==> src/hdl/flw_pkg.sv <==
/*
 flw_pkg: constants shared by the first-level walk block and its bus slave.
 assumes: 32-bit descriptors, byte-addressed register window of 8 address bits.
*/
package flw_pkg;
   // first-level table geometry
   localparam int unsigned TABLE_ENTRIES = 4096;
   localparam int unsigned IDX_W         = 12;
   localparam int unsigned SECT_LSB      = 20;
   localparam int unsigned TBASE_LSB     = 14;
   localparam int unsigned COARSE_LSB    = 10;
   localparam int unsigned FINE_LSB      = 12;
   localparam int unsigned AP_LSB        = 10;
   localparam int unsigned DOM_LSB       = 5;
   localparam int unsigned CB_LSB        = 2;
   localparam int unsigned COARSE_ENTRIES = 256;
   localparam int unsigned FINE_ENTRIES   = 1024;

   // descriptor type field, bits [1:0]
   typedef enum logic [1:0] {
      FLW_DESC_FAULT   = 2'h0,
      FLW_DESC_COARSE  = 2'h1,
      FLW_DESC_SECTION = 2'h2,
      FLW_DESC_FINE    = 2'h3
   } flw_desc_t;

   // memory class from c,b bits
   typedef enum logic [1:0] {
      FLW_MEM_UNCACHED_UNBUF = 2'h0,
      FLW_MEM_UNCACHED_BUF   = 2'h1,
      FLW_MEM_WRITE_THROUGH  = 2'h2,
      FLW_MEM_WRITE_BACK     = 2'h3
   } flw_mem_t;

   // fault status code for a section translation fault
   localparam logic [3:0] FAULT_SECTION = 4'h5;

   // register byte offsets
   localparam logic [7:0] REG_TBASE     = 8'h00;
   localparam logic [7:0] REG_CTRL      = 8'h04;
   localparam logic [7:0] REG_STATUS    = 8'h08;
   localparam logic [7:0] REG_IRQ_STAT  = 8'h0C;
   localparam logic [7:0] REG_IRQ_EN    = 8'h10;
   localparam logic [7:0] REG_IRQ_CLR   = 8'h14;
   localparam logic [7:0] REG_LAST_DESC = 8'h18;

   // reset values
   localparam logic [31:0] TBASE_RST  = 32'h0000_0000;
   localparam logic        ENABLE_RST = 1'b0;
   localparam logic [2:0]  IRQ_EN_RST = 3'h0;

   // interrupt event bits
   localparam int unsigned IRQ_N       = 3;
   localparam int unsigned IRQ_SECTION = 0;
   localparam int unsigned IRQ_FAULT   = 1;
   localparam int unsigned IRQ_L2      = 2;

   // axi responses
   localparam logic [1:0] RESP_OKAY   = 2'h0;
   localparam logic [1:0] RESP_SLVERR = 2'h2;
endpackage

==> src/hdl/flw_axil.sv <==
/*
 flw_axil: axi4-lite slave front end; turns bus transfers into one-cycle
 register write strobes and a combinational read lookup.
 assumes: the parent decodes wr_addr / rd_addr the same cycle.
*/
`timescale 1ns/1ps
module flw_axil #(
   parameter int unsigned ADDR_W = 8
) (
   input  wire logic              aclk,
   input  wire logic              aresetn,
   input  wire logic [ADDR_W-1:0] s_awaddr,
   input  wire logic              s_awvalid,
   output logic                   s_awready,
   input  wire logic [31:0]       s_wdata,
   input  wire logic [3:0]        s_wstrb,
   input  wire logic              s_wvalid,
   output logic                   s_wready,
   output logic [1:0]             s_bresp,
   output logic                   s_bvalid,
   input  wire logic              s_bready,
   input  wire logic [ADDR_W-1:0] s_araddr,
   input  wire logic              s_arvalid,
   output logic                   s_arready,
   output logic [31:0]            s_rdata,
   output logic [1:0]             s_rresp,
   output logic                   s_rvalid,
   input  wire logic              s_rready,
   output logic                   wr_en,
   output logic [ADDR_W-1:0]      wr_addr,
   output logic [31:0]            wr_data,
   output logic [3:0]             wr_strb,
   input  wire logic              wr_ok,
   output logic [ADDR_W-1:0]      rd_addr,
   input  wire logic [31:0]       rd_data,
   input  wire logic              rd_ok
);
   logic              aw_held_r;
   logic              w_held_r;
   logic [ADDR_W-1:0] awaddr_r;
   logic [31:0]       wdata_r;
   logic [3:0]        wstrb_r;

   assign wr_en   = aw_held_r && w_held_r && !s_bvalid;
   assign wr_addr = awaddr_r;
   assign wr_data = wdata_r;
   assign wr_strb = wstrb_r;
   assign rd_addr = s_araddr;

   // write address and data taken in either order
   always_ff @(posedge aclk) begin
      if (!aresetn) begin
         aw_held_r <= 1'b0;
         w_held_r  <= 1'b0;
         awaddr_r  <= '0;
         wdata_r   <= 32'h0000_0000;
         wstrb_r   <= 4'h0;
         s_awready <= 1'b0;
         s_wready  <= 1'b0;
         s_bvalid  <= 1'b0;
         s_bresp   <= flw_pkg::RESP_OKAY;
      end else begin
         if (wr_en) begin
            aw_held_r <= 1'b0;
            w_held_r  <= 1'b0;
            s_bvalid  <= 1'b1;
            s_bresp   <= wr_ok ? flw_pkg::RESP_OKAY : flw_pkg::RESP_SLVERR;
         end else begin
            if (s_awvalid && s_awready) begin
               aw_held_r <= 1'b1;
               awaddr_r  <= s_awaddr;
            end
            if (s_wvalid && s_wready) begin
               w_held_r <= 1'b1;
               wdata_r  <= s_wdata;
               wstrb_r  <= s_wstrb;
            end
         end
         if (s_bvalid && s_bready) begin
            s_bvalid <= 1'b0;
         end
         s_awready <= !aw_held_r && !(s_awvalid && s_awready) && !s_bvalid;
         s_wready  <= !w_held_r && !(s_wvalid && s_wready) && !s_bvalid;
      end
   end

   always_ff @(posedge aclk) begin
      if (!aresetn) begin
         s_arready <= 1'b0;
         s_rvalid  <= 1'b0;
         s_rdata   <= 32'h0000_0000;
         s_rresp   <= flw_pkg::RESP_OKAY;
      end else if (s_arvalid && s_arready) begin
         s_arready <= 1'b0;
         s_rvalid  <= 1'b1;
         s_rdata   <= rd_ok ? rd_data : 32'h0000_0000;
         s_rresp   <= rd_ok ? flw_pkg::RESP_OKAY : flw_pkg::RESP_SLVERR;
      end else if (s_rvalid && s_rready) begin
         s_rvalid  <= 1'b0;
      end else begin
         s_arready <= !s_rvalid;
      end
   end
endmodule

==> src/hdl/flw_walk.sv <==
/*
 flw_walk: first-level stage of the translation table walk, with an axi4-lite
 register window for the table base, enable, status and interrupts.
 assumes: the memory port answers on the same clock with one mem_rvalid pulse
 per request; second-level fetch and permission checks sit downstream.
*/
// Chosen here: the AXI4-Lite slave port and the placing of the registers.
// Behaviour
// RULE1: table has 4096 word entries, 1MB each
// RULE2: fetch address is base[31:14] over va[31:20]
// RULE3: each fetch reads one aligned word descriptor
// RULE4: type 00 raises a section translation fault
// RULE5: type 01 coarse, 10 section, 11 fine
// RULE6: section bits [31:20] give physical upper bits
// RULE7: section bits [11:10] give access permission field
// RULE8: bits [8:5] give domain for every kind
// RULE9: section c,b bits classify memory type
// RULE10: coarse bits [31:10] give 256-entry table base
// RULE11: fine bits [31:12] give 1024-entry table base
// RULE12: page tables start second fetch, sections end
// RULE13: software sets section bit 4 to one
// RULE14: software marks coarse descriptors with 01
// RULE15: walk starts only on translation buffer miss
// RULE16: software aligns table base to 16KB
// RULE17: section address is desc[31:20] plus va[19:0]
// RULE18: fault reports type and domain, loads nothing
`timescale 1ns/1ps
module flw_walk #(
   parameter int unsigned ADDR_W = 8
) (
   input  wire logic              aclk,
   input  wire logic              aresetn,
   input  wire logic [ADDR_W-1:0] s_awaddr,
   input  wire logic              s_awvalid,
   output logic                   s_awready,
   input  wire logic [31:0]       s_wdata,
   input  wire logic [3:0]        s_wstrb,
   input  wire logic              s_wvalid,
   output logic                   s_wready,
   output logic [1:0]             s_bresp,
   output logic                   s_bvalid,
   input  wire logic              s_bready,
   input  wire logic [ADDR_W-1:0] s_araddr,
   input  wire logic              s_arvalid,
   output logic                   s_arready,
   output logic [31:0]            s_rdata,
   output logic [1:0]             s_rresp,
   output logic                   s_rvalid,
   input  wire logic              s_rready,
   input  wire logic              req_valid,
   input  wire logic [31:0]       modified_virtual_address,
   input  wire logic              translation_buffer_hit,
   output logic                   req_ready,
   output logic                   mem_req,
   output logic [31:0]            mem_addr,
   input  wire logic              mem_rvalid,
   input  wire logic [31:0]       mem_rdata,
   output logic                   walk_done,
   output logic [1:0]             walk_kind,
   output logic                   tb_load,
   output logic [31:0]            sect_phys_addr,
   output logic [1:0]             access_permission_field,
   output logic [3:0]             domain,
   output logic [1:0]             mem_class,
   output logic                   l2_start,
   output logic [31:0]            l2_table_base,
   output logic                   l2_fine,
   output logic                   fault_valid,
   output logic [3:0]             fault_status,
   output logic [3:0]             fault_domain,
   output logic                   irq
);
   typedef enum logic [2:0] {
      ST_IDLE  = 3'b001,
      ST_FETCH = 3'b010,
      ST_END   = 3'b100
   } flw_state_t;

   localparam int unsigned IRQ_W = flw_pkg::IRQ_N;

   flw_state_t        state_r;
   logic [31:0]       tbase_r;
   logic              enable_r;
   logic [31:0]       mva_r;
   logic [31:0]       last_desc_r;
   logic [IRQ_W-1:0]  irq_stat_r;
   logic [IRQ_W-1:0]  irq_en_r;
   logic [IRQ_W-1:0]  irq_evt;
   logic              wr_en;
   logic [ADDR_W-1:0] wr_addr;
   logic [31:0]       wr_data;
   logic [3:0]        wr_strb;
   logic              wr_ok;
   logic [ADDR_W-1:0] rd_addr;
   logic [31:0]       rd_data;
   logic              rd_ok;
   logic              start;
   logic              desc_in;
   logic [1:0]        desc_type;
   flw_axil #(
      .ADDR_W (ADDR_W)
   ) u_axil (
      .aclk      (aclk),
      .aresetn   (aresetn),
      .s_awaddr  (s_awaddr),
      .s_awvalid (s_awvalid),
      .s_awready (s_awready),
      .s_wdata   (s_wdata),
      .s_wstrb   (s_wstrb),
      .s_wvalid  (s_wvalid),
      .s_wready  (s_wready),
      .s_bresp   (s_bresp),
      .s_bvalid  (s_bvalid),
      .s_bready  (s_bready),
      .s_araddr  (s_araddr),
      .s_arvalid (s_arvalid),
      .s_arready (s_arready),
      .s_rdata   (s_rdata),
      .s_rresp   (s_rresp),
      .s_rvalid  (s_rvalid),
      .s_rready  (s_rready),
      .wr_en     (wr_en),
      .wr_addr   (wr_addr),
      .wr_data   (wr_data),
      .wr_strb   (wr_strb),
      .wr_ok     (wr_ok),
      .rd_addr   (rd_addr),
      .rd_data   (rd_data),
      .rd_ok     (rd_ok)
   );

   assign start     = (state_r == ST_IDLE) && enable_r && req_valid && !translation_buffer_hit; // RULE15
   assign desc_in   = (state_r == ST_FETCH) && mem_rvalid;
   assign desc_type = mem_rdata[1:0];

   // address decode; status registers take writes silently
   always_comb begin
      wr_ok = 1'b1;
      case (wr_addr)
         flw_pkg::REG_TBASE, flw_pkg::REG_CTRL, flw_pkg::REG_STATUS, flw_pkg::REG_IRQ_STAT,
         flw_pkg::REG_IRQ_EN, flw_pkg::REG_IRQ_CLR, flw_pkg::REG_LAST_DESC: wr_ok = 1'b1;
         default: wr_ok = 1'b0;
      endcase
   end

   always_comb begin
      rd_ok   = 1'b1;
      rd_data = 32'h0000_0000;
      case (rd_addr)
         flw_pkg::REG_TBASE:     rd_data = {tbase_r[31:flw_pkg::TBASE_LSB], 14'h0000};
         flw_pkg::REG_CTRL:      rd_data = {31'h0000_0000, enable_r};
         flw_pkg::REG_STATUS:    rd_data = {25'h000_0000, last_desc_r[8:5], last_desc_r[1:0],
                                            state_r != ST_IDLE};
         flw_pkg::REG_IRQ_STAT:  rd_data = {29'h0000_0000, irq_stat_r};
         flw_pkg::REG_IRQ_EN:    rd_data = {29'h0000_0000, irq_en_r};
         flw_pkg::REG_IRQ_CLR:   rd_data = 32'h0000_0000;
         flw_pkg::REG_LAST_DESC: rd_data = last_desc_r;
         default: rd_ok = 1'b0;
      endcase
   end

   // software registers, byte lanes honoured
   always_ff @(posedge aclk) begin
      if (!aresetn) begin
         tbase_r  <= flw_pkg::TBASE_RST;
         enable_r <= flw_pkg::ENABLE_RST;
         irq_en_r <= flw_pkg::IRQ_EN_RST;
      end else if (wr_en) begin
         if (wr_addr == flw_pkg::REG_TBASE) begin
            for (int b = 0; b < 4; b++) begin
               if (wr_strb[b]) begin
                  tbase_r[b*8 +: 8] <= wr_data[b*8 +: 8];
               end
            end
         end
         if (wr_addr == flw_pkg::REG_CTRL && wr_strb[0]) begin
            enable_r <= wr_data[0];
         end
         if (wr_addr == flw_pkg::REG_IRQ_EN && wr_strb[0]) begin
            irq_en_r <= wr_data[IRQ_W-1:0];
         end
      end
   end

   // sticky events; a new event beats a same-cycle clear
   assign irq_evt[flw_pkg::IRQ_SECTION] = desc_in && desc_type == flw_pkg::FLW_DESC_SECTION;
   assign irq_evt[flw_pkg::IRQ_FAULT]   = desc_in && desc_type == flw_pkg::FLW_DESC_FAULT;
   assign irq_evt[flw_pkg::IRQ_L2]      = desc_in && desc_type[0];

   generate
      for (genvar i = 0; i < IRQ_W; i++) begin : g_irq
         always_ff @(posedge aclk) begin
            if (!aresetn) begin
               irq_stat_r[i] <= 1'b0;
            end else if (irq_evt[i]) begin
               irq_stat_r[i] <= 1'b1;
            end else if (wr_en && wr_addr == flw_pkg::REG_IRQ_CLR && wr_strb[0] && wr_data[i]) begin
               irq_stat_r[i] <= 1'b0;
            end
         end
      end
   endgenerate

   always_ff @(posedge aclk) begin
      if (!aresetn) begin
         irq <= 1'b0;
      end else begin
         irq <= |(irq_stat_r & irq_en_r);
      end
   end

   // walk sequencer
   always_ff @(posedge aclk) begin
      if (!aresetn) begin
         state_r   <= ST_IDLE;
         req_ready <= 1'b0;
         mem_req   <= 1'b0;
         mem_addr  <= 32'h0000_0000;
         mva_r     <= 32'h0000_0000;
      end else begin
         case (state_r)
            ST_IDLE: begin
               req_ready <= 1'b1;
               if (start) begin
                  state_r   <= ST_FETCH;
                  req_ready <= 1'b0;
                  mva_r     <= modified_virtual_address;
                  mem_req   <= 1'b1;
                  // word index: 12 table bits select one of 4096 entries
                  mem_addr  <= {tbase_r[31:flw_pkg::TBASE_LSB],
                                modified_virtual_address[31:flw_pkg::SECT_LSB], 2'h0}; // RULE1 RULE2 RULE3
               end
            end
            ST_FETCH: begin
               if (mem_rvalid) begin
                  mem_req <= 1'b0; // RULE3
                  state_r <= ST_END;
               end
            end
            ST_END: begin
               state_r   <= ST_IDLE;
               req_ready <= 1'b1;
            end
            default: begin
               state_r   <= ST_IDLE;
               mem_req   <= 1'b0;
               req_ready <= 1'b0;
            end
         endcase
      end
   end

   // one-cycle result pulses
   always_ff @(posedge aclk) begin
      if (!aresetn) begin
         walk_done   <= 1'b0;
         tb_load     <= 1'b0;
         l2_start    <= 1'b0;
         fault_valid <= 1'b0;
      end else begin
         walk_done   <= desc_in;
         tb_load     <= desc_in && desc_type == flw_pkg::FLW_DESC_SECTION; // RULE12 RULE18
         l2_start    <= desc_in && desc_type[0];                           // RULE12
         fault_valid <= desc_in && desc_type == flw_pkg::FLW_DESC_FAULT;   // RULE4
      end
   end

   // decoded fields, held until the next descriptor
   always_ff @(posedge aclk) begin
      if (!aresetn) begin
         last_desc_r             <= 32'h0000_0000;
         walk_kind               <= flw_pkg::FLW_DESC_FAULT;
         sect_phys_addr          <= 32'h0000_0000;
         access_permission_field <= 2'h0;
         domain                  <= 4'h0;
         mem_class               <= flw_pkg::FLW_MEM_UNCACHED_UNBUF;
         l2_table_base           <= 32'h0000_0000;
         l2_fine                 <= 1'b0;
         fault_status            <= 4'h0;
         fault_domain            <= 4'h0;
      end else if (desc_in) begin
         last_desc_r <= mem_rdata;
         walk_kind   <= desc_type; // RULE5
         domain      <= mem_rdata[flw_pkg::DOM_LSB +: 4]; // RULE8
         case (desc_type)
            flw_pkg::FLW_DESC_SECTION: begin
               sect_phys_addr          <= {mem_rdata[31:flw_pkg::SECT_LSB], mva_r[19:0]}; // RULE6 RULE17
               access_permission_field <= mem_rdata[flw_pkg::AP_LSB +: 2];               // RULE7
               mem_class               <= mem_rdata[flw_pkg::CB_LSB +: 2];               // RULE9
            end
            flw_pkg::FLW_DESC_COARSE: begin
               l2_table_base <= {mem_rdata[31:flw_pkg::COARSE_LSB], 10'h000}; // RULE10
               l2_fine       <= 1'b0;
            end
            flw_pkg::FLW_DESC_FINE: begin
               l2_table_base <= {mem_rdata[31:flw_pkg::FINE_LSB], 12'h000}; // RULE11
               l2_fine       <= 1'b1;
            end
            default: begin
               fault_status <= flw_pkg::FAULT_SECTION;        // RULE18
               fault_domain <= mem_rdata[flw_pkg::DOM_LSB +: 4]; // RULE18
            end
         endcase
      end
   end
endmodule

==> config.mk <==
export PLATFORM = sky130hd
export DESIGN_NAME = flw_walk
export DESIGN_NICKNAME = d
export VERILOG_FILES = /design/src/hdl/flw_pkg.sv /design/src/hdl/flw_axil.sv /design/src/hdl/flw_walk.sv
export SDC_FILE = /design/constraint.sdc
export NUM_CORES = 1
export LEC_CHECK = 0
export ABC_CLOCK_PERIOD_IN_PS = 4750
export BUFFER_PORTS_ARGS = -buffer_cell sky130_fd_sc_hd__buf_2
export CAP_MARGIN = 20
export CORE_MARGIN = 5
export CORE_UTILIZATION = 45
export CTS_BUF_LIST = sky130_fd_sc_hd__clkbuf_4
export CTS_CLUSTER_DIAMETER = 30
export DETAILED_ROUTE_END_ITERATION = 6
export PLACE_DENSITY = 0.81
export RECOVER_POWER = 25
export SYNTH_ARGS = -nofsm -noshare
export SYNTH_HDL_FRONTEND = slang
export SYNTH_SLANG_ARGS = --single-unit
==> constraint.sdc <==
create_clock -name aclk -period 4.75 [get_ports aclk]
set_input_delay 0.475 -clock aclk [delete_from_list [all_inputs] [get_ports aclk]]
set_output_delay 0.475 -clock aclk [all_outputs]
set_load 0.005 [all_outputs]
==> metrics.md <==
| Metric | Value |
|---|---|
| Status | complete, but fails checks |
| Violated checks | capacitance limit, slew limit |
| Top cells by area, synth | dfxtp_1 (54%), nand2_1 (16%), a21oi_1 (9.7%), mux2i_1 (2.7%), clkbuf_1 (2.5%) |
| Yosys warning total | 0 |
| Final wirelength | 27400 um |
| Drt wl/cell | 15.7 um |
| Final setup TNS | 0 ns |
| First-pass GRT wire length | 42800 um |
| WP data arrival | 3.64 ns |
| Syn Std Cell Area | 9480 um2 |
| RR Startpoint | state_r[1] |
| Yosys reg bits | 255 |
| Share of post-route cells with drive strength above 1 | 24.1% |
| RSZ-0062 raised after global routing | false |
| Design area | 11700 um2 |
| Post-detailed-route count of antenna-violating nets | 0 |
| Post-CTS Setup Bufs | 0 |
| Pwr/cell area | 369 nW/um2 |
| Synth unique cells | 48 |
| Avg Inst Size Synth | 8.20 um2 |
| Rel. slew slack | -56.9% |
| Start point of the critical path | aresetn |
| CTS tree | built |
| IO Pins | 289 |
| Via count of the routed design | 8843 |
| Largest net degree at the start of global routing | 78 |
| Peak supply drop | 0.259 mV |
| Type of the worst min-delay path | primary input to flop |
| Pwr Total | 4.32 mW |
| TritonCTS buffer count | 70 |
| Initial DRT Pass Iterations | 6 |
| Cells after Synth | 1156 |
| H-Tree Depth | 3 |
| FP Rows | 53 |
| Worst Hold Launch | modified_virtual_address[4] |
| Area after DPL | 10800 um2 |
| Post-synthesis sequential area ratio | 53.8% |
| Die Height | 155 um |
| Tot GR Track Use | 21.8% |
| Initial drt markers | 551 |
| Fin cells | 1740 |
| Number of remaining DRC errors | 0 |
| P_leak | 4.54 nW |
| Gpl congestion | 0.874 |
| Core outline area | 20900 um2 |
| CP Max Fanout | 68 |
| Fin. Hold Viols | 0 |
| Number of flops mapped to enable cells by yosys | 0 |
| Syn-to-layout area delta | 23.3% |
| Cell taking the most area after synthesis | dfxtp_1 |
| Dpl hpwl | 19000 um |
| Horiz. Die Dim | 155 um |
| Via density | 5.08 |
| Yosys top cell area share | 53.8% |
| Final min period | 3.13 ns |
| Clk_skew | 0.0262 ns |
| Pins Over Slew Limit | 54 |
| Worst setup SP type | primary input |
| Kind of critical path | primary input to flop |
| Die ar. | 24100 um2 |
| Filler Cells Inserted | 1990 |
| Clock Sinks | 255 |
| Final Setup Violations | 0 |
| Final Core Density | 56.0% |
| Crit. End Element | flop |
| Clk pin slew, worst setup/hold paths | 0.06 ns |
| Port buffer count | 261 |
| GR Overflow Total | 0 |
| Fraction of registers with async set/reset | 0% |
| Slew @ Worst Pin | 2.35 ns |
| # Max-Cap Violations | 1 |
| Fmax | 0.319 GHz |
| Crit path required time | 5.26 ns |
| Fin crit share | 66.0% |
| Antenna violations before repair | 1 |
| Final layout net count | 1542 |
| CTS max path bufs | 3 |
| Dominant synthesized flop cell | dfxtp_1 |
| CTS root buffer | clkbuf_4 |
| Starting Density | 45.4% |
| Vias in the first global route | 8577 |
| Placed instance count | 1615 |
| Latest clock arrival within the worst-skew pair | 0.64 ns |
[critical path: stages]
cell	delay, ns
clkbuf_1	1.64
inv_6	0.63
buf_4	0.54
nor2_1	0.20
o21ai_0	0.10
[state kept, by name (all words and copies together) (netlist names), 2 cells and up]
| signal | cells |
|---|---|
| access_permission_field | 2 |
| domain | 3 |
| fault_domain | 4 |
| irq_en_r | 3 |
| irq_stat_r | 3 |
| l2_table_base | 22 |
| last_desc_r | 28 |
| mem_addr | 30 |
| mem_class | 2 |
| mva_r | 20 |
| sect_phys_addr | 32 |
| state_r | 3 |
| tbase_r | 18 |
| u_axil.s_rdata | 32 |
| u_axil.wr_addr | 8 |
| u_axil.wr_data | 21 |
| u_axil.wr_strb | 4 |
[routing by layer]
| layer | share of wire [%] | vias to the layer above | global-route usage, % |
|---|---|---|---|
| met5 | 0 | - | 0 |
| met4 | 2.6 | 0 | 9.59 |
| met3 | 8.8 | 47 | 6.15 |
| met2 | 50 | 353 | 38.0 |
| met1 | 38 | 4082 | 24.8 |
| li1 | - | 4361 | - |
[cell usage in the layout, fill, tap and decap left out, types with 4 or more instances in the layout]
cell type,count
a21oi_1,182
a22oi_1,25
a31oi_1,5
buf_2,210
buf_4,8
clkbuf_1,51
clkbuf_4,100
clkinv_1,11
conb_1,16
dfxtp_1,255
inv_1,4
mux2i_1,26
nand2_1,407
nand2b_1,6
nand3_1,10
nand3b_1,6
nor2_1,33
nor3_1,4
o21ai_0,32
o21ai_1,10
or3_1,4
[Yosys cell counts, types with 3 or more instances]
master and count:
nor3_2 3, or3_1 4, a21oi_1 183, inv_1 5, a222oi_1 3, mux2i_1 26
nand3_1 11, nand2_1 407, clkbuf_1 63, nand3b_1 6, a22oi_1 25, o21ai_1 10
nor3_1 4, nand2b_1 6, a31oi_1 5, buf_4 25, o21ai_0 32, buf_2 9
dfxtp_1 255, nor2_1 35, nor2b_1 3, mux2_2 3
[cells by family (layout without fill, tap and decap cells)]
| kind of cell | count (synthesis) | after routing | share of synthesized area [%] |
|---|---|---|---|
| buf+inv | 105 | 398 | 5.34 |
| other cells | 1 | 17 | 0.0395 |
| mux | 29 | 29 | 3.10 |
| compound gates | 266 | 266 | 15.5 |
| simple gates | 500 | 500 | 22.2 |
| flops | 255 | 255 | 53.8 |
[through the flow]
step,hold slack (ns),worst slack (ns)
floorplan,0.432,2.88
global placement,0.430,2.10
detailed placement,0.437,2.07
CTS,0.000682,2.26
global route,0.00906,1.34
finish,0.0710,1.62
[timing repair]
| action | in CTS | in global routing |
|---|---|---|
| gates resized for setup | 0 | 0 |
| endpoints found under the hold margin | 2 | 0 |
| hold buffers | 2 | 0 |
[final timing paths]
check / endpoint / slack (ns) / cells past startpoint
worst max register to register: sect_phys_addr[17] / 2.32 / 6
worst min-delay path: mva_r[4] / 0.07 / 3
worst min register to register: sect_phys_addr[19] / 0.44 / 2
worst max-delay path: state_r[0] / 1.62 / 5
[where the power goes]
group          leakage [nW]  switching, mW  internal, mW
combinational          1.96          0.115        0.0628
sequential             2.06         0.0142          2.16
clock                 0.526          0.891          1.08
[area by class of cell]
| cell class | instances | area [um2] | share of cell area (%) |
|---|---|---|---|
| inverters | 5 | 23.8 | 0.203 |
| diodes | 1 | 2.50 | 0.0214 |
| flip-flops and latches | 255 | 5100 | 43.7 |
| well taps | 275 | 344 | 2.94 |
| clock inverters | 20 | 139 | 1.19 |
| multi-input cells | 811 | 3970 | 33.9 |
| repair buffers | 273 | 1360 | 11.6 |
| clock buffers | 100 | 751 | 6.42 |
(Power assumes the default switching activity.)
